==> src/logic/wdr_pkg.sv <==
// What this block does
// - Default interval is 2^17 oscillator clocks.
// - Reset timeout follows interrupt by 512 cycles.
// - Every reset restores the shortest interval.
// - Select field multiplies interval by 1/8/64/512.
// - Base interval scales with the clock mode.
// - Watchdog reset only when reset enable set.
// - Restart bit begins a full new interval.
// - Masked reset gives periodic interrupt timeouts.
// - Timeout sets flag; enable gates the request.
// - Watchdog reset sets the reset cause flag.
// - Timeouts count system clock cycles.
// - Startup counter waits 65,536 crystal clocks.
// - Multiplier startup is timed by the watchdog.
// - Counting continues in idle; interrupt wakes.
// - Software reset holds 90 clocks, pin high.
// - Pin high three clocks enters reset.
// - Pin release waits 90 clocks or 4ms.
// - Leaving stop adds 65,536 clocks.
// - Internal resets drive the pin, ignore its level.
// - Enabled detector resets when crystal edges stop for one 20kHz period.
// - Detector enable and failure flag clear rules.
// - No failure reset during deliberate stop mode.
package wdr_pkg;
	localparam int          REG_AW            = 8;
	localparam int          REG_DW            = 8;
	localparam logic [7:0]  REG_POWER_CTRL    = 8'h87;
	localparam logic [7:0]  REG_CLOCK_CTRL    = 8'ha0;
	localparam logic [7:0]  REG_POWER_MODE    = 8'ha1;
	localparam logic [7:0]  REG_FLASH_CTRL    = 8'ha2;
	localparam logic [7:0]  REG_TIMED_ACCESS  = 8'hc7;
	localparam logic [7:0]  REG_WD_CTRL       = 8'hd8;
	localparam logic [7:0]  REG_EXT_IRQ_EN    = 8'he8;
	localparam int          WDC_RESTART       = 0;
	localparam int          WDC_RST_EN        = 1;
	localparam int          WDC_RST_FLAG      = 2;
	localparam int          WDC_IRQ_FLAG      = 3;
	localparam int          EIE_WD_IRQ_EN     = 4;
	localparam int          POWER_CONTROL_REG_OFD_EN       = 4;
	localparam int          POWER_CONTROL_REG_OFD_FLAG     = 5;
	localparam int          CK_SEL_LO         = 6;
	localparam int          CK_SEL_HI         = 7;
	localparam int          PM_RATIO          = 3;
	localparam int          PM_MULT_EN        = 4;
	localparam int          PM_CD_LO          = 6;
	localparam int          PM_CD_HI          = 7;
	localparam logic [1:0]  CD_MULT           = 2'h0;
	localparam logic [1:0]  CD_RSV            = 2'h1;
	localparam logic [1:0]  CD_DIV1           = 2'h2;
	localparam logic [1:0]  CD_SLOW           = 2'h3;
	localparam logic [7:0]  TA_KEY1           = 8'haa;
	localparam logic [7:0]  TA_KEY2           = 8'h55;
	localparam logic [1:0]  TA_WINDOW         = 2'h3;
	localparam logic [7:0]  FLASH_CMD_SYSRST  = 8'h0f;
	localparam int          OSC_LOG2          = 2;
	localparam int          SLOW_LOG2         = 12;
	localparam int          SEL_SHIFT         = 3;
	localparam int          SEL_SHIFT_MAX     = 9;
	localparam int          WD_BASE_LOG2      = 17;
	localparam int          WD_RST_CYC        = 512;
	localparam logic [8:0]  WD_RST_LAST       = 9'(WD_RST_CYC - 1);
	localparam logic [1:0]  PIN_HOLD_OSC      = 2'h3;
	localparam int          RELEASE_OSC       = 90;
	localparam int          STARTUP_OSC       = 65536;
	localparam int          CLK_PERIOD_NS     = 10;
	localparam int          FLASH_BUSY_MS     = 4;
	localparam int          FLASH_BUSY_NS     = FLASH_BUSY_MS * 1000000;
	localparam int          OSC_FAIL_HZ       = 20000;
	localparam int          OSC_FAIL_NS       = 1000000000 / OSC_FAIL_HZ;

	typedef enum logic [1:0] {
		RS_RUN   = 2'b00,
		RS_HOLD  = 2'b01,
		RS_COUNT = 2'b10
	} wdr_rst_state_t;
endpackage

==> src/logic/wdr_sync.sv <==
`timescale 1ns/1ps
`default_nettype none
module wdr_sync (
	input  wire logic clock,
	input  wire logic rst_n,
	input  wire logic pin,
	output logic      level
);
	logic s1_r;
	logic s2_r;
	logic s3_r;

	// The filtered level moves only when the last two stages agree.
	always_ff @(posedge clock or negedge rst_n) begin
		if (!rst_n) begin
			s1_r <= 1'b0;
			s2_r <= 1'b0;
			s3_r <= 1'b0;
			level <= 1'b0;
		end else begin
			s1_r <= pin;
			s2_r <= s1_r;
			s3_r <= s2_r;
			if (s2_r == s3_r) begin
				level <= s3_r;
			end
		end
	end
endmodule
`default_nettype wire

==> src/logic/wdr_top.sv <==
`timescale 1ns/1ps
`default_nettype none
module wdr_top #(
	parameter int WD_BASE_LOG2   = wdr_pkg::WD_BASE_LOG2,
	parameter int STARTUP_OSC    = wdr_pkg::STARTUP_OSC,
	parameter int FLASH_BUSY_CYC = wdr_pkg::FLASH_BUSY_NS / wdr_pkg::CLK_PERIOD_NS,
	parameter int OSC_FAIL_CYC   = wdr_pkg::OSC_FAIL_NS / wdr_pkg::CLK_PERIOD_NS
) (
	input  wire logic                       clock,
	input  wire logic                       rst_n,
	input  wire logic [wdr_pkg::REG_AW-1:0] reg_addr,
	input  wire logic [wdr_pkg::REG_DW-1:0] reg_wdata,
	input  wire logic                       reg_wr,
	input  wire logic                       reg_rd,
	output logic      [wdr_pkg::REG_DW-1:0] reg_rdata,
	input  wire logic                       pf_reset,
	input  wire logic                       flash_busy,
	input  wire logic                       stop_mode,
	input  wire logic                       xtal_sense,
	input  wire logic                       rst_pin_in,
	output logic                            rst_pin_out,
	output logic                            rst_pin_oe,
	output logic                            sys_reset,
	output logic                            sys_tick,
	output logic                            wd_irq_req,
	output logic                            xtal_ready,
	output logic                            mult_ready
);
	import wdr_pkg::*;

	localparam int CNT_W = WD_BASE_LOG2 + SEL_SHIFT_MAX;
	localparam int RW_F  = $clog2(FLASH_BUSY_CYC + 1);
	localparam int RW    = (RW_F > 8) ? RW_F : 8;
	localparam int SW    = $clog2(STARTUP_OSC + 1);
	localparam int GW    = $clog2(OSC_FAIL_CYC + 1);

	wdr_rst_state_t   state_r;
	logic [SLOW_LOG2-1:0] dcnt_r;
	logic             osc_en;
	logic             sys_en;
	logic [1:0]       sel_r;
	logic [1:0]       cd_r;
	logic             ctm_r;
	logic             ratio_r;
	logic             mult_ready_r;
	logic [1:0]       ta_arm_r;
	logic [1:0]       ta_open_r;
	logic             ta_open;
	logic [CNT_W-1:0] wd_cnt_r;
	logic             int_hit;
	logic             restart_now;
	logic             pend_r;
	logic [8:0]       pcnt_r;
	logic             wd_fire;
	logic             ewt_r;
	logic             watchdog_irq_flag_r;
	logic             watchdog_reset_flag_r;
	logic             watchdog_irq_enable_r;
	logic             osc_fail_detect_enable_r;
	logic             osc_fail_flag_r;
	logic             xtal_lvl;
	logic             xtal_prev_r;
	logic [GW-1:0]    gap_r;
	logic             ofail;
	logic             pin_lvl;
	logic [1:0]       phc_r;
	logic             pin_assert;
	logic             stop_prev_r;
	logic [SW-1:0]    st_cnt_r;
	logic             xtal_ready_r;
	logic [RW-1:0]    rcnt_r;
	logic             by_osc_r;
	logic             drive_r;
	logic             hold_src;
	logic             sw_rst;
	logic             kick;

	function automatic logic is_wr(input logic [REG_AW-1:0] a);
		is_wr = reg_wr && !sys_reset && (reg_addr == a);
	endfunction

	function automatic logic [CNT_W-1:0] int_last(input logic [1:0] s);
		logic [CNT_W-1:0] one;
		one = {{(CNT_W-1){1'b0}}, 1'b1};
		int_last = (one << (WD_BASE_LOG2 + SEL_SHIFT * int'(s))) - one;
	endfunction

	wdr_sync u_xtal_sync (
		.clock (clock),
		.rst_n (rst_n),
		.pin   (xtal_sense),
		.level (xtal_lvl)
	);

	wdr_sync u_pin_sync (
		.clock (clock),
		.rst_n (rst_n),
		.pin   (rst_pin_in),
		.level (pin_lvl)
	);

	assign sys_reset = (state_r != RS_RUN);

	// The clock input runs at four times the crystal, so every mode is a tick enable.
	always_ff @(posedge clock or negedge rst_n) begin
		if (!rst_n) begin
			dcnt_r <= '0;
		end else begin
			dcnt_r <= dcnt_r + 1'b1;
		end
	end

	assign osc_en = &dcnt_r[OSC_LOG2-1:0];

	always_comb begin
		case (cd_r)
		CD_MULT: sys_en = ratio_r ? 1'b1 : dcnt_r[0];
		CD_SLOW: sys_en = &dcnt_r;
		default: sys_en = osc_en;
		endcase
	end

	assign sys_tick = sys_en;

	always_ff @(posedge clock or negedge rst_n) begin
		if (!rst_n) begin
			sel_r <= '0;
		end else if (sys_reset) begin
			sel_r <= '0;
		end else if (is_wr(REG_CLOCK_CTRL)) begin
			sel_r <= reg_wdata[CK_SEL_HI:CK_SEL_LO];
		end
	end

	// A fast mode cannot be chosen before the multiplier has settled.
	always_ff @(posedge clock or negedge rst_n) begin
		if (!rst_n) begin
			cd_r <= CD_DIV1;
			ctm_r <= 1'b0;
			ratio_r <= 1'b0;
		end else if (sys_reset) begin
			cd_r <= CD_DIV1;
			ctm_r <= 1'b0;
		end else if (is_wr(REG_POWER_MODE)) begin
			if (reg_wdata[PM_CD_HI:PM_CD_LO] != CD_MULT || mult_ready_r) begin
				cd_r <= reg_wdata[PM_CD_HI:PM_CD_LO];
			end
			if (cd_r == CD_DIV1 || cd_r == CD_RSV) begin
				ctm_r <= reg_wdata[PM_MULT_EN];
			end
			if (!ctm_r) begin
				ratio_r <= reg_wdata[PM_RATIO];
			end
		end
	end

	always_ff @(posedge clock or negedge rst_n) begin
		if (!rst_n) begin
			mult_ready_r <= 1'b0;
		end else if (!ctm_r) begin
			mult_ready_r <= 1'b0;
		end else if (sys_en && (&wd_cnt_r[WD_BASE_LOG2-1:0])) begin
			mult_ready_r <= 1'b1;
		end
	end

	assign mult_ready = mult_ready_r;

	// Any other write to the unlock register cancels a half-finished sequence.
	always_ff @(posedge clock or negedge rst_n) begin
		if (!rst_n) begin
			ta_arm_r <= '0;
			ta_open_r <= '0;
		end else if (is_wr(REG_TIMED_ACCESS)) begin
			ta_arm_r <= (reg_wdata == TA_KEY1) ? TA_WINDOW : 2'h0;
			ta_open_r <= (reg_wdata == TA_KEY2 && ta_arm_r != 2'h0) ? TA_WINDOW : 2'h0;
		end else if (sys_en) begin
			if (ta_arm_r != 2'h0) begin
				ta_arm_r <= ta_arm_r - 1'b1;
			end
			if (ta_open_r != 2'h0) begin
				ta_open_r <= ta_open_r - 1'b1;
			end
		end
	end

	assign ta_open = (ta_open_r != 2'h0);
	assign restart_now = is_wr(REG_WD_CTRL) && reg_wdata[WDC_RESTART] && ta_open;
	assign int_hit = sys_en && (wd_cnt_r == int_last(sel_r));

	// The counter never stops outside reset, so idle periods keep timing.
	always_ff @(posedge clock or negedge rst_n) begin
		if (!rst_n) begin
			wd_cnt_r <= '0;
		end else if (sys_reset || restart_now) begin
			wd_cnt_r <= '0;
		end else if (sys_en) begin
			wd_cnt_r <= int_hit ? '0 : wd_cnt_r + 1'b1;
		end
	end

	always_ff @(posedge clock or negedge rst_n) begin
		if (!rst_n) begin
			pend_r <= 1'b0;
			pcnt_r <= '0;
		end else if (sys_reset || restart_now || wd_fire) begin
			pend_r <= 1'b0;
			pcnt_r <= '0;
		end else if (int_hit && ewt_r) begin
			pend_r <= 1'b1;
			pcnt_r <= '0;
		end else if (pend_r && sys_en) begin
			pcnt_r <= pcnt_r + 1'b1;
		end
	end

	assign wd_fire = pend_r && sys_en && (pcnt_r == WD_RST_LAST) && ewt_r && !restart_now;

	// Reset enable survives everything but power-on so a stuck program cannot drop it.
	always_ff @(posedge clock or negedge rst_n) begin
		if (!rst_n) begin
			ewt_r <= 1'b0;
		end else if (is_wr(REG_WD_CTRL) && ta_open) begin
			ewt_r <= reg_wdata[WDC_RST_EN];
		end
	end

	always_ff @(posedge clock or negedge rst_n) begin
		if (!rst_n) begin
			watchdog_irq_flag_r <= 1'b0;
		end else if (int_hit) begin
			watchdog_irq_flag_r <= 1'b1;
		end else if (is_wr(REG_WD_CTRL)) begin
			watchdog_irq_flag_r <= reg_wdata[WDC_IRQ_FLAG];
		end
	end

	always_ff @(posedge clock or negedge rst_n) begin
		if (!rst_n) begin
			watchdog_reset_flag_r <= 1'b0;
		end else if (wd_fire) begin
			watchdog_reset_flag_r <= 1'b1;
		end else if (is_wr(REG_WD_CTRL)) begin
			watchdog_reset_flag_r <= reg_wdata[WDC_RST_FLAG];
		end
	end

	always_ff @(posedge clock or negedge rst_n) begin
		if (!rst_n) begin
			watchdog_irq_enable_r <= 1'b0;
		end else if (sys_reset) begin
			watchdog_irq_enable_r <= 1'b0;
		end else if (is_wr(REG_EXT_IRQ_EN)) begin
			watchdog_irq_enable_r <= reg_wdata[EIE_WD_IRQ_EN];
		end
	end

	assign wd_irq_req = watchdog_irq_flag_r && watchdog_irq_enable_r;

	always_ff @(posedge clock or negedge rst_n) begin
		if (!rst_n) begin
			osc_fail_detect_enable_r <= 1'b0;
		end else if (pf_reset) begin
			osc_fail_detect_enable_r <= 1'b0;
		end else if (is_wr(REG_POWER_CTRL)) begin
			osc_fail_detect_enable_r <= reg_wdata[POWER_CONTROL_REG_OFD_EN];
		end
	end

	always_ff @(posedge clock or negedge rst_n) begin
		if (!rst_n) begin
			osc_fail_flag_r <= 1'b0;
		end else if (ofail) begin
			osc_fail_flag_r <= 1'b1;
		end else if (is_wr(REG_POWER_CTRL) && !reg_wdata[POWER_CONTROL_REG_OFD_FLAG]) begin
			osc_fail_flag_r <= 1'b0;
		end
	end

	// A crystal edge gap longer than one 20kHz period means the crystal has failed.
	always_ff @(posedge clock or negedge rst_n) begin
		if (!rst_n) begin
			xtal_prev_r <= 1'b0;
			gap_r <= '0;
		end else begin
			xtal_prev_r <= xtal_lvl;
			if (xtal_lvl != xtal_prev_r || stop_mode) begin
				gap_r <= '0;
			end else if (gap_r != GW'(OSC_FAIL_CYC)) begin
				gap_r <= gap_r + 1'b1;
			end
		end
	end

	assign ofail = osc_fail_detect_enable_r && !stop_mode && (gap_r == GW'(OSC_FAIL_CYC));

	// Our own drive is ignored, else the output pulse would re-trigger itself.
	always_ff @(posedge clock or negedge rst_n) begin
		if (!rst_n) begin
			phc_r <= '0;
		end else if (!pin_lvl || drive_r) begin
			phc_r <= '0;
		end else if (osc_en && phc_r != PIN_HOLD_OSC) begin
			phc_r <= phc_r + 1'b1;
		end
	end

	assign pin_assert = (phc_r == PIN_HOLD_OSC);

	always_ff @(posedge clock or negedge rst_n) begin
		if (!rst_n) begin
			stop_prev_r <= 1'b0;
			st_cnt_r <= '0;
			xtal_ready_r <= 1'b0;
		end else begin
			stop_prev_r <= stop_mode;
			if (stop_mode || stop_prev_r) begin
				st_cnt_r <= '0;
				xtal_ready_r <= 1'b0;
			end else if (!xtal_ready_r && osc_en) begin
				if (st_cnt_r == SW'(STARTUP_OSC - 1)) begin
					xtal_ready_r <= 1'b1;
				end else begin
					st_cnt_r <= st_cnt_r + 1'b1;
				end
			end
		end
	end

	assign xtal_ready = xtal_ready_r;
	assign hold_src = pin_assert || pf_reset || ofail;
	assign sw_rst = is_wr(REG_FLASH_CTRL) && (reg_wdata == FLASH_CMD_SYSRST);
	assign kick = wd_fire || sw_rst;

	// Power-on starts in the release count, so the crystal warmup gates the first run.
	always_ff @(posedge clock or negedge rst_n) begin
		if (!rst_n) begin
			state_r <= RS_COUNT;
			rcnt_r <= '0;
			by_osc_r <= 1'b1;
		end else begin
			case (state_r)
			RS_RUN: begin
				if (hold_src) begin
					state_r <= RS_HOLD;
				end else if (kick) begin
					state_r <= RS_COUNT;
					rcnt_r <= RW'(RELEASE_OSC);
					by_osc_r <= 1'b1;
				end
			end
			RS_HOLD: begin
				if (!hold_src) begin
					state_r <= RS_COUNT;
					rcnt_r <= flash_busy ? RW'(FLASH_BUSY_CYC) : RW'(RELEASE_OSC);
					by_osc_r <= !flash_busy;
				end
			end
			RS_COUNT: begin
				if (hold_src) begin
					state_r <= RS_HOLD;
				end else if (rcnt_r == '0) begin
					if (xtal_ready_r) begin
						state_r <= RS_RUN;
					end
				end else if (!by_osc_r || osc_en) begin
					rcnt_r <= rcnt_r - 1'b1;
				end
			end
			default: state_r <= RS_COUNT;
			endcase
		end
	end

	always_ff @(posedge clock or negedge rst_n) begin
		if (!rst_n) begin
			drive_r <= 1'b0;
		end else if ((kick && !sys_reset) || pf_reset || ofail) begin
			drive_r <= 1'b1;
		end else if (!sys_reset) begin
			drive_r <= 1'b0;
		end
	end

	assign rst_pin_oe = drive_r && sys_reset;
	assign rst_pin_out = rst_pin_oe;

	always_ff @(posedge clock or negedge rst_n) begin
		if (!rst_n) begin
			reg_rdata <= '0;
		end else if (reg_rd) begin
			case (reg_addr)
			REG_WD_CTRL:    reg_rdata <= {4'h0, watchdog_irq_flag_r, watchdog_reset_flag_r, ewt_r, 1'b0};
			REG_EXT_IRQ_EN: reg_rdata <= 8'(watchdog_irq_enable_r) << EIE_WD_IRQ_EN;
			REG_POWER_CTRL: reg_rdata <= {2'h0, osc_fail_flag_r, osc_fail_detect_enable_r, 4'h0};
			REG_CLOCK_CTRL: reg_rdata <= {sel_r, 6'h00};
			REG_POWER_MODE: reg_rdata <= {cd_r, 1'b0, ctm_r, ratio_r, 3'h0};
			default:        reg_rdata <= '0;
			endcase
		end else begin
			reg_rdata <= '0;
		end
	end

	logic [8:0] chk_cnt_r;

	always_ff @(posedge clock or negedge rst_n) begin
		if (!rst_n) begin
			chk_cnt_r <= '0;
		end else if (int_hit) begin
			chk_cnt_r <= '0;
		end else if (sys_en && chk_cnt_r != 9'h1ff) begin
			chk_cnt_r <= chk_cnt_r + 1'b1;
		end
	end
endmodule
`default_nettype wire

==> config.mk <==
export PLATFORM = sky130hd
export DESIGN_NAME = wdr_top
export DESIGN_NICKNAME = d
export VERILOG_FILES = /design/src/logic/wdr_pkg.sv /design/src/logic/wdr_sync.sv /design/src/logic/wdr_top.sv
export SDC_FILE = /design/constraint.sdc
export NUM_CORES = 1
export LEC_CHECK = 0
export ABC_AREA = 0
export BUFFER_PORTS_ARGS = -buffer_cell sky130_fd_sc_hd__buf_2
export CAP_MARGIN = 20
export CORE_ASPECT_RATIO = 0.9
export CORE_MARGIN = 2
export CORE_UTILIZATION = 60
export DETAILED_ROUTE_END_ITERATION = 10
export GPL_ROUTABILITY_DRIVEN = 1
export GPL_TIMING_DRIVEN = 1
export PLACE_DENSITY = 0.9
export SLEW_MARGIN = 20
export SYNTH_ARGS = -nofsm -noshare
export SYNTH_HDL_FRONTEND = slang
export SYNTH_HIERARCHICAL = 1
export SYNTH_SLANG_ARGS = --single-unit
==> constraint.sdc <==
create_clock -name clock -period 3 [get_ports clock]
set_input_delay 0.15 -clock clock [delete_from_list [all_inputs] [get_ports clock]]
set_output_delay 0.15 -clock clock [all_outputs]
set_load 0.01 [all_outputs]
# --- After elaboration in Yosys (flattened, before gate mapping) ---
# Cells that the tools add are included.
totals:
  mem_count: 0
  wordCells: 249
  input_bits: 25
  output_inout_bits: 15
  reg_bits: 139
  latch_bits: 0
  romBits: 0
  ram_bits: 0
classes:
  shifts: 1
  bitwise: 2
  muxes: 71
  n_div: 0
  n_addsub: 11
  mul: 1
  n_reduce_logical: 90
  n_eq_ne: 37
  magnitude_cmp: 0
ops:
  columns: ["operator", "n"]
  rows:
  - ["2-to-1 mux 19 bit", 7]
  - ["2-to-1 mux 26 bit", 3]
  - ["== test 8 bit, second input constant", 8]
  - ["one-hot mux 19 bit (3 select lines)", 1]
  - ["2-to-1 mux 17 bit", 3]
  - ["nonzero test 2 bit", 23]
  - ["2-to-1 mux 2 bit", 21]
  - ["one-hot mux 8 bit (5 select lines)", 1]
  - ["logical AND 1 bit", 28]
  - ["2-to-1 mux 9 bit", 3]
  - ["adder 26 x 1 -> 26 bit, second input constant", 1]
  - ["== test 26 bit", 1]
  - ["2-to-1 mux 1 bit", 26]
  - ["2-to-1 mux 13 bit", 2]
  - ["left shift 1 x 6 -> 26 bit, first input constant", 1]
  - ["subtractor 26 x 1 -> 26 bit, second input constant", 1]
  - ["zero test 19 bit", 1]
  - ["subtractor 19 x 1 -> 19 bit, second input constant", 1]
  - ["adder 17 x 1 -> 17 bit, second input constant", 1]
  - ["== test 17 x 16 -> 1 bit, second input constant", 1]
  - ["AND reduction 17 bit", 1]
  - ["inequality test 2 bit, second input constant", 8]
  - ["AND reduction 2 bit", 7]
  - ["adder 13 x 1 -> 13 bit, second input constant", 1]
  - ["29 further kinds", 62]

# --- Longest topological paths before layout ---
# Gate-level depths: netlist of the first run.
depth:
  word_depth: 13
  mapped_depth: 11
  ltp_nobuf: 11

# --- Hierarchy ---
# Netlist of the first run, hierarchy kept.
modules_own_cells:
  columns: ["module", "n_inst", "area_each_um2", "cells_each", "seq_area_each_um2"]
  rows:
  - ["wdr_top", 1, 7161.9, 763, 3256.9]
  - ["wdr_sync", 2, 111.4, 5, 100.1]

# --- Least setup slack after synthesis of the first run ---
# OpenSTA, ideal clock, no wires.
synth_timing:
  path_kind: "register to register"
  startpoint: "register cd_r[1]"
  endpoint: "register wd_cnt_r[25]"
  period_less_slack_ps: 2568
  path_buffers: 2
  required_time_ps: 2866
  slack_ps: 432
  arrival_ps: 2434
  path_stages_with_launch: 11
  setup_time_ps: 134
  cell_sequence: "dfstp_2 inv_1 ha_1 nand3b_1 nor4_2 o2111ai_1 or4_1 buf_2 buf_6 o211ai_1 a21oi_1"
synth_via:
  elab_chain_len: 6
  elab_cells_between_ends: 8
  classes_between: "eq/ne (1); mux (4); reduce/logical (3)"
synth_rtl:
  columns: ["item", "line", "text"]
  rows:
  - ["start, declared", "wdr_top.sv:42", "logic [1:0] cd_r;"]
  - ["start signal, assigned", "wdr_top.sv:146", "cd_r <= reg_wdata[PM_CD_HI:PM_CD_LO];"]
  - ["== test 2 bit / zero test 2 bit (equally long branches)", "wdr_top.sv:116", "case (cd_r)"]
  - ["one-hot mux 1 bit (2 select lines) *", "wdr_top.sv:116", null]
  - ["logical AND 1 bit", "wdr_top.sv:189", "assign int_hit = sys_en && (wd_cnt_r == int_last(sel_r));"]
  - ["2-to-1 mux 26 bit", "wdr_top.sv:198", "wd_cnt_r <= int_hit ? '0 : wd_cnt_r + 1'b1;"]
  - ["2-to-1 mux 26 bit", "wdr_top.sv:197", "end else if (sys_en) begin"]
  - ["2-to-1 mux 26 bit", "wdr_top.sv:195", "end else if (sys_reset || restart_now) begin"]
  - ["end signal, assigned", "wdr_top.sv:198", null]
  - ["end, declared", "wdr_top.sv:49", "logic [CNT_W-1:0] wd_cnt_r;"]
# Mark *: on every way between the ends. The rest lies on a longest branch, timed or not. The select of a mux whose other input is x is not followed.
# A chain may end at the register's enable or synchronous reset.

# --- Worst setup path after layout of the first run ---
layout_timing:
  startpoint: "register cd_r[1]"
  endpoint: "output port sys_tick"
layout_via:
  elab_chain_len: 2
  elab_cells_between_ends: 3
  classes_between: "eq/ne (1); mux (1); reduce/logical (1)"
layout_rtl:
  columns: ["item", "line", "text"]
  rows:
  - ["== test 2 bit / zero test 2 bit (equally long branches)", "wdr_top.sv:116", null]
  - ["one-hot mux 1 bit (2 select lines) *", "wdr_top.sv:116", null]
  - ["end, declared", "wdr_top.sv:24", "output logic sys_tick,"]
# Mark *: on every way between the ends. The rest lies on a longest branch, timed or not.

==> flow_summary.yaml, run 1 <==
run_status:
  outcome: "completed"
detailed_routing:
  detailroute.via_count: 6137
  detail_route.iter0.violations: 599
  drt.antenna.violating_nets: 0
  firstDrtPassIters: 7
  remaining_drc_errors: 0
  wl_per_cell_um: 16.77
  vias_per_cell: 6.119
  total_detailed_routing_wirelength_um: 16820
setup_path:
  nature_of_the_critical_path_endpoint: "output port"
  worst-setup-path-type: "flop to output port"
  critical_path.startpoint_type: "flop"
  worst-endpoint-required_ns: 2.85
  crit_fanout: 14
  worst-endpoint-arrival_ns: 2.61
  r2r_setup_slack_ns: 0.25
floorplanning:
  ios: 40
  placementRows: 38
  dieWidth_um: 120.9
  design.die.area_um2: 13210
  die-height_um: 109.2
  core-area_um2: 12030
  floorplan.initialDensity: 0.6139
timing:
  post-route-min-period_ns: 2.755
  max_slew_margin: 0.5132
  skew_ns: 0.009495
  setup_tns_ns: 0
  finalMaxSlewViolations: 0
  fmax_mhz: 362.9
  unrepaired_setup_endpoints_after_global_routing: "false"
  worst-slew-pin-transition_ns: 0.7302
  finalSetupViolCount: 0
  min_period_over_period: 0.9184
  whs_ns: 0.01536
  hold_violations: 0
synth:
  ys_top_cells_by_area: "dfrtp_1 (46%), nor2_1 (5.4%), ha_1 (4.1%), xor2_1 (3.9%), xnor2_1 (3.7%)"
  netlist_area_um2: 7385
  synth_warnings: 6
  synthFlopType: "dfrtp_1"
  avgSynthCellArea_um2: 9.553
  post_synth_inst_count: 773
  synth_top_area_share: 0.4575
  synth_cell_types: 74
  postSynthRegisterBits: 138
  synth-edff-count: 0
  sequential_share_of_the_synthesized_area: 0.4681
  postSynth.asyncResetShare: 1.000
  synth_top_area_cell: "dfrtp_1"
  syn-num-nets: 822
grt:
  global_route.overflow_total: 0
  first_global_vias: 5918
  number_of_antenna_violations_at_the_first_check_in_global_routing: 0
  wire_length_of_the_first_global_routing_pass_um: 28190
  grtUsageTotal: 0.2710
  grt_max_degree: 75
hold_path:
  min_path_type: "input port to flop"
clocking:
  htree_num_levels: 4
  post_cts.resized_instances: 0
  cts_buffer_depth: 2
  tritoncts_clock_tree: "built"
  cts.sinks: 138
  cts.reportedPaths.clkPinSlew_ns: 0.06
  root_buffer: "clkbuf_16"
  clock_insertion_delay_worst_skew_ns: 0.42
  cts_bufs_inserted: 17
placed_design:
  gp_congestion: 0.9103
  place_hpwl_um: 11070
  buffer_ports.inserted: 38
  placedCellCount: 964
  placed_cell_area_um2: 7765
layout:
  num_antenna_cells: 0
  nets: 879
  final_cell_mix: "dfrtp_1 (135), nor2_1 (106), nand2_1 (52)"
  layout.cells.most_common: "dfrtp_1"
  num-fill-cells: 818
  layout-drive-gt1-share: 0.1281
  final_design_area_no_fill_um2: 8434
  area.growth.synth_to_final_pct: 14.22
  fin_cells: 1003
power:
  power_per_cell_area_nw_per_um2: 686.3
  worst_ir_drop_vdd_mv: 0.5127
  static-leakage-power_uw: 0.003623
  total_power_uw: 5788
job:
  maxCapViolations: 0
## cell usage after synthesis, types with 5 or more instances
library cell,instances
xor2_1,33
or3_1,8
mux2i_1,12
nand4_1,23
dfrtp_1,135
buf_6,5
clkbuf_1,11
o31ai_1,16
a31oi_1,7
nor3_1,25
nor4_1,8
nand3_1,50
o21ai_0,28
nor2_1,106
ha_1,24
and2_1,5
nand2_1,52
xnor2_1,31
nand2b_1,7
and3_1,14
a21oi_1,34
inv_1,36
nor2b_1,9
## sequential cells by signal, summed over array words and instances (netlist names), 2 cells and up
name / count
phc_r: 2
cd_r: 2
ta_arm_r: 2
gap_r: 13
st_cnt_r: 17
sel_r: 2
reg_rdata: 7
ta_open_r: 2
state_r: 2
pcnt_r: 9
wd_cnt_r: 26
rcnt_r: 19
dcnt_r: 12
## power breakdown
group / internal [µW] / leakage, µW / total [µW] / switching (µW)
combinational: 516 / 0.00149 / 1470 / 958
clock: 1370 / 0.000295 / 2140 / 764
sequential: 2030 / 0.00184 / 2180 / 147
total: 3920 / 0.00362 / 5790 / 1870
## cell families (layout without fill, tap and decap cells)
| group | count (synthesis) | count (layout) | share of synthesized area |
|---|---|---|---|
| adders and majority gates | 26 | 26 | 0.04371 |
| xor gates and xnor gates | 64 | 64 | 0.07591 |
| other | 1 | 1 | 0.0005078 |
| muxes | 15 | 15 | 0.02084 |
| and+or+nand+nor | 339 | 339 | 0.2364 |
| buffers and inverters | 61 | 131 | 0.04049 |
| AOI/OAI and AO/OA | 129 | 129 | 0.1140 |
| DFF | 138 | 138 | 0.4681 |
## critical path: stages, from the launching register on
cell      delay (ns)
dfstp_2         0.55
inv_1           0.04
ha_1            0.30
nand3b_1        0.18
nor4_2          0.29
nor2_1          0.21
inv_1           0.39
buf_2           0.23
## repair_timing
| item | 4_1_cts | 5_1_grt |
|---|---|---|
| hold buffers | 7 | 0 |
| endpoints found under the hold margin | 77 | 0 |
| setup buffers | 0 | 0 |
## area by class of cell
| type | count | area (µm²) | share of cell area |
|---|---|---|---|
| clock inverters | 7 | 113.9 | 0.01350 |
| repair buffers | 63 | 414.1 | 0.04910 |
| flip-flops and latches | 138 | 3457 | 0.4099 |
| multi-input cells | 574 | 3628 | 0.4302 |
| clock buffers | 25 | 485.5 | 0.05756 |
| inverters | 36 | 135.1 | 0.01602 |
| well taps | 160 | 200.2 | 0.02374 |
## through the flow
stage / util / worst slack [ns]
final: 0.7012 / 0.2447
after global placement: 0.6455 / 0.4056
after CTS: 0.7012 / 0.2435
after global routing: 0.7012 / 0.0009956
after detailed placement: 0.6455 / 0.3174
after floorplan: - / 0.4315
## path summary, 6_finish.rpt
check                           startpoint  cells past startpoint               endpoint
hold reg to reg            u_pin_sync/s1_r                      0        u_pin_sync/s2_r
setup reg to reg                 rcnt_r[0]                      9             rcnt_r[10]
min in group asynchronous            rst_n                      2              gap_r[10]
setup / recovery                   cd_r[1]                      7               sys_tick
max in group asynchronous            rst_n                      3              dcnt_r[7]
hold / removal                reg_wdata[2]                      3  watchdog_reset_flag_r
## routing by layer
metal,global-route usage,vias to the layer above,part of all wire
met2,0.4438,219,0.49
met5,0,-,0
met1,0.3576,3027,0.44
li1,-,2857,-
met4,0.09801,0,0.021
met3,0.05910,34,0.053
(Power assumes the default switching activity.)
==> inputs of run 2 (changes only) <==
--- a/config.mk
+++ b/config.mk
@@ -15,6 +15,7 @@
 export GPL_ROUTABILITY_DRIVEN = 1
 export GPL_TIMING_DRIVEN = 1
 export PLACE_DENSITY = 0.9
+export SETUP_SLACK_MARGIN = 0.5
 export SLEW_MARGIN = 20
 export SYNTH_ARGS = -nofsm -noshare
 export SYNTH_HDL_FRONTEND = slang
==> run 2 against run 1 <==
Total power grew 5.1%; critical endpoint is now pcnt_r[0]; largest power group unchanged; wire length rose by 16%; hold slack worse by 0.0013 ns; clock-buffer cell count shrank 7.
==> flow_summary.yaml, run 2 (same netlist as run 1, synthesis figures left out) <==
layout:
  top_regs: "wd_cnt_r: 26 flops, rcnt_r: 19 flops, st_cnt_r: 17 flops"
  fin_cells: 1022
  largest_register_ff_count: 26
  layout-drive-gt1-share: 0.1972
  nets: 898
  num_antenna_cells: 0
  largest_register: "wd_cnt_r"
  final_cell_mix: "dfrtp_1 (133), nor2_1 (103), nand2_1 (51)"
  area.growth.synth_to_final_pct: 19.82
  layout.cells.most_common: "dfrtp_1"
  final_design_area_no_fill_um2: 8848
timing:
  post-route-min-period_ns: 2.531
  worst-slew-pin-transition_ns: 0.6166
  final_critical_path_setup_slack_ns: 0.4687
  unrepaired_setup_endpoints_after_global_routing: "true"
  setup_tns_ns: 0
  max_slew_margin: 0.5870
  finalMaxSlewViolations: 0
  skew_ns: 0.01170
  finalSetupViolCount: 0
  hold_violations: 0
  fmax_mhz: 395.1
  min_period_over_period: 0.8438
detailed_routing:
  wl_per_cell_um: 19.01
  remaining_drc_errors: 0
  vias_per_cell: 6.398
  highest_layer: "met4"
  total_detailed_routing_wirelength_um: 19430
  detail_route.iter0.violations: 673
  detailroute.wirelength.met2_um: 9342
  detailroute.wirelength.met3_um: 1516
  firstDrtPassIters: 8
  detailroute.via_count: 6539
  drt.antenna.violating_nets: 0
  post_route_m1_wl_um: 7804
setup_path:
  worst-endpoint-arrival_ns: 2.85
  worst_r2r_start: "sel_r[1]"
  peak_per_stage_delay_on_the_critical_path_ns: 0.53
  timing.critical_path.slowest_stage_cell: "or4_1"
  critical_path.startpoint_type: "flop"
  nature_of_the_critical_path_endpoint: "flop"
  worst_r2r_path_depth: 8
  worst-endpoint-required_ns: 3.31
  r2r_setup_slack_ns: 0.47
  regToRegEndpoint: "pcnt_r[0]"
  cp_cell_sequence: "inv_2 > ha_1 > or4_1 > o211a_1 > or4_4 > buf_8 > o21bai_4 > nor2_1"
  crit_fanout: 8
  worst-setup-path-type: "flop to flop"
clocking:
  root_buffer: "clkbuf_16"
  htree_num_levels: 4
  cts.sinks: 138
  cts.reportedPaths.clkPinSlew_ns: 0.06
  cts_buffer_depth: 2
  clock_insertion_delay_worst_skew_ns: 0.44
  cts_bufs_inserted: 17
  tritoncts_clock_tree: "built"
floorplanning:
  placementRows: 38
  ios: 40
  design.die.area_um2: 13210
  dieWidth_um: 120.9
  core-area_um2: 12030
  floorplan.initialDensity: 0.6139
  die-height_um: 109.2
grt:
  global_route.overflow_total: 0
  number_of_antenna_violations_at_the_first_check_in_global_routing: 0
  grtUsageTotal: 0.3009
  first_global_vias: 6394
  grt_max_degree: 74
  wire_length_of_the_first_global_routing_pass_um: 31180
power:
  worst_ir_drop_vdd_mv: 0.5709
  total_power_uw: 6085
  power_per_cell_area_nw_per_um2: 687.6
  static-leakage-power_uw: 0.003763
job:
  maxCapViolations: 0
placed_design:
  buffer_ports.inserted: 38
  place_hpwl_um: 11530
  placedCellCount: 962
  placed_cell_area_um2: 7765
  placement.setup.worst_slack_ns: 0.2232
  gp_congestion: 0.8721
hold_path:
  min_path_type: "input port to flop"
  hold_path_endpoint: "watchdog_reset_flag_r"
  hold_depth: 3
  hold_path_startpoint: "reg_wdata[2]"
run_status:
  outcome: "completed"
==> run 2: area by class of cell <==
type | count | area [µm²]
clock buffer | 18 | 429.2
clock inverter | 14 | 161.4
fill | 763 | 3181
inverter | 36 | 140.1
multi-input combinational | 577 | 3916
sequential | 138 | 3460
tap | 160 | 200.2
timing repair buffer | 79 | 541.8
==> run 2: metrics by stage <==
step,hold slack (ns),util
after floorplan,-0.1456,-
after CTS,0.009019,0.7192
after detailed placement,0.1855,0.6455
after global placement,0.1784,0.6455
after global routing,0.02751,0.7356
final,0.01408,0.7356
==> run 2: repair_timing <==
action	4_1_cts	5_1_grt
setup endpoints to repair	58	54
buffers inserted	7	10
resized for setup	35	23
gates cloned	3	1
hold endpoints to repair	71	0
hold buffers	7	0
pin swaps	13	15
==> run 2: report_power, final <==
| part | internal [µW] | leakage, µW | switching [µW] | total (µW) |
|---|---|---|---|---|
| registers | 2030 | 0.00183 | 156 | 2190 |
| logic | 636 | 0.00165 | 1150 | 1790 |
| clock network | 1240 | 0.000284 | 868 | 2110 |
==> run 2: critical path, delay by kind of cell, from the launching register on <==
kind	cells	cell delay [ns]
compound gates	2	0.33
fa+ha+maj	1	0.25
buf+inv	2	0.27
flops	1	0.43
simple gates	3	1.12
==> run 2: worst max path at each step <==
stage,startpoint,end,cells past startpoint
after floorplan,cd_r[1],wd_cnt_r[25],10
after global placement,cd_r[1],rcnt_r[10],8
after detailed placement,cd_r[1],rcnt_r[5],8
after CTS,cd_r[1],pcnt_r[2],9
after global routing,cd_r[1],rcnt_r[3],9
final,sel_r[1],pcnt_r[0],8
==> run 2: metal layers <==
metal,track usage,vias up
met3,0.07165,93
li1,-,2901
met5,0,-
met2,0.4727,360
met4,0.1512,0
met1,0.3929,3185
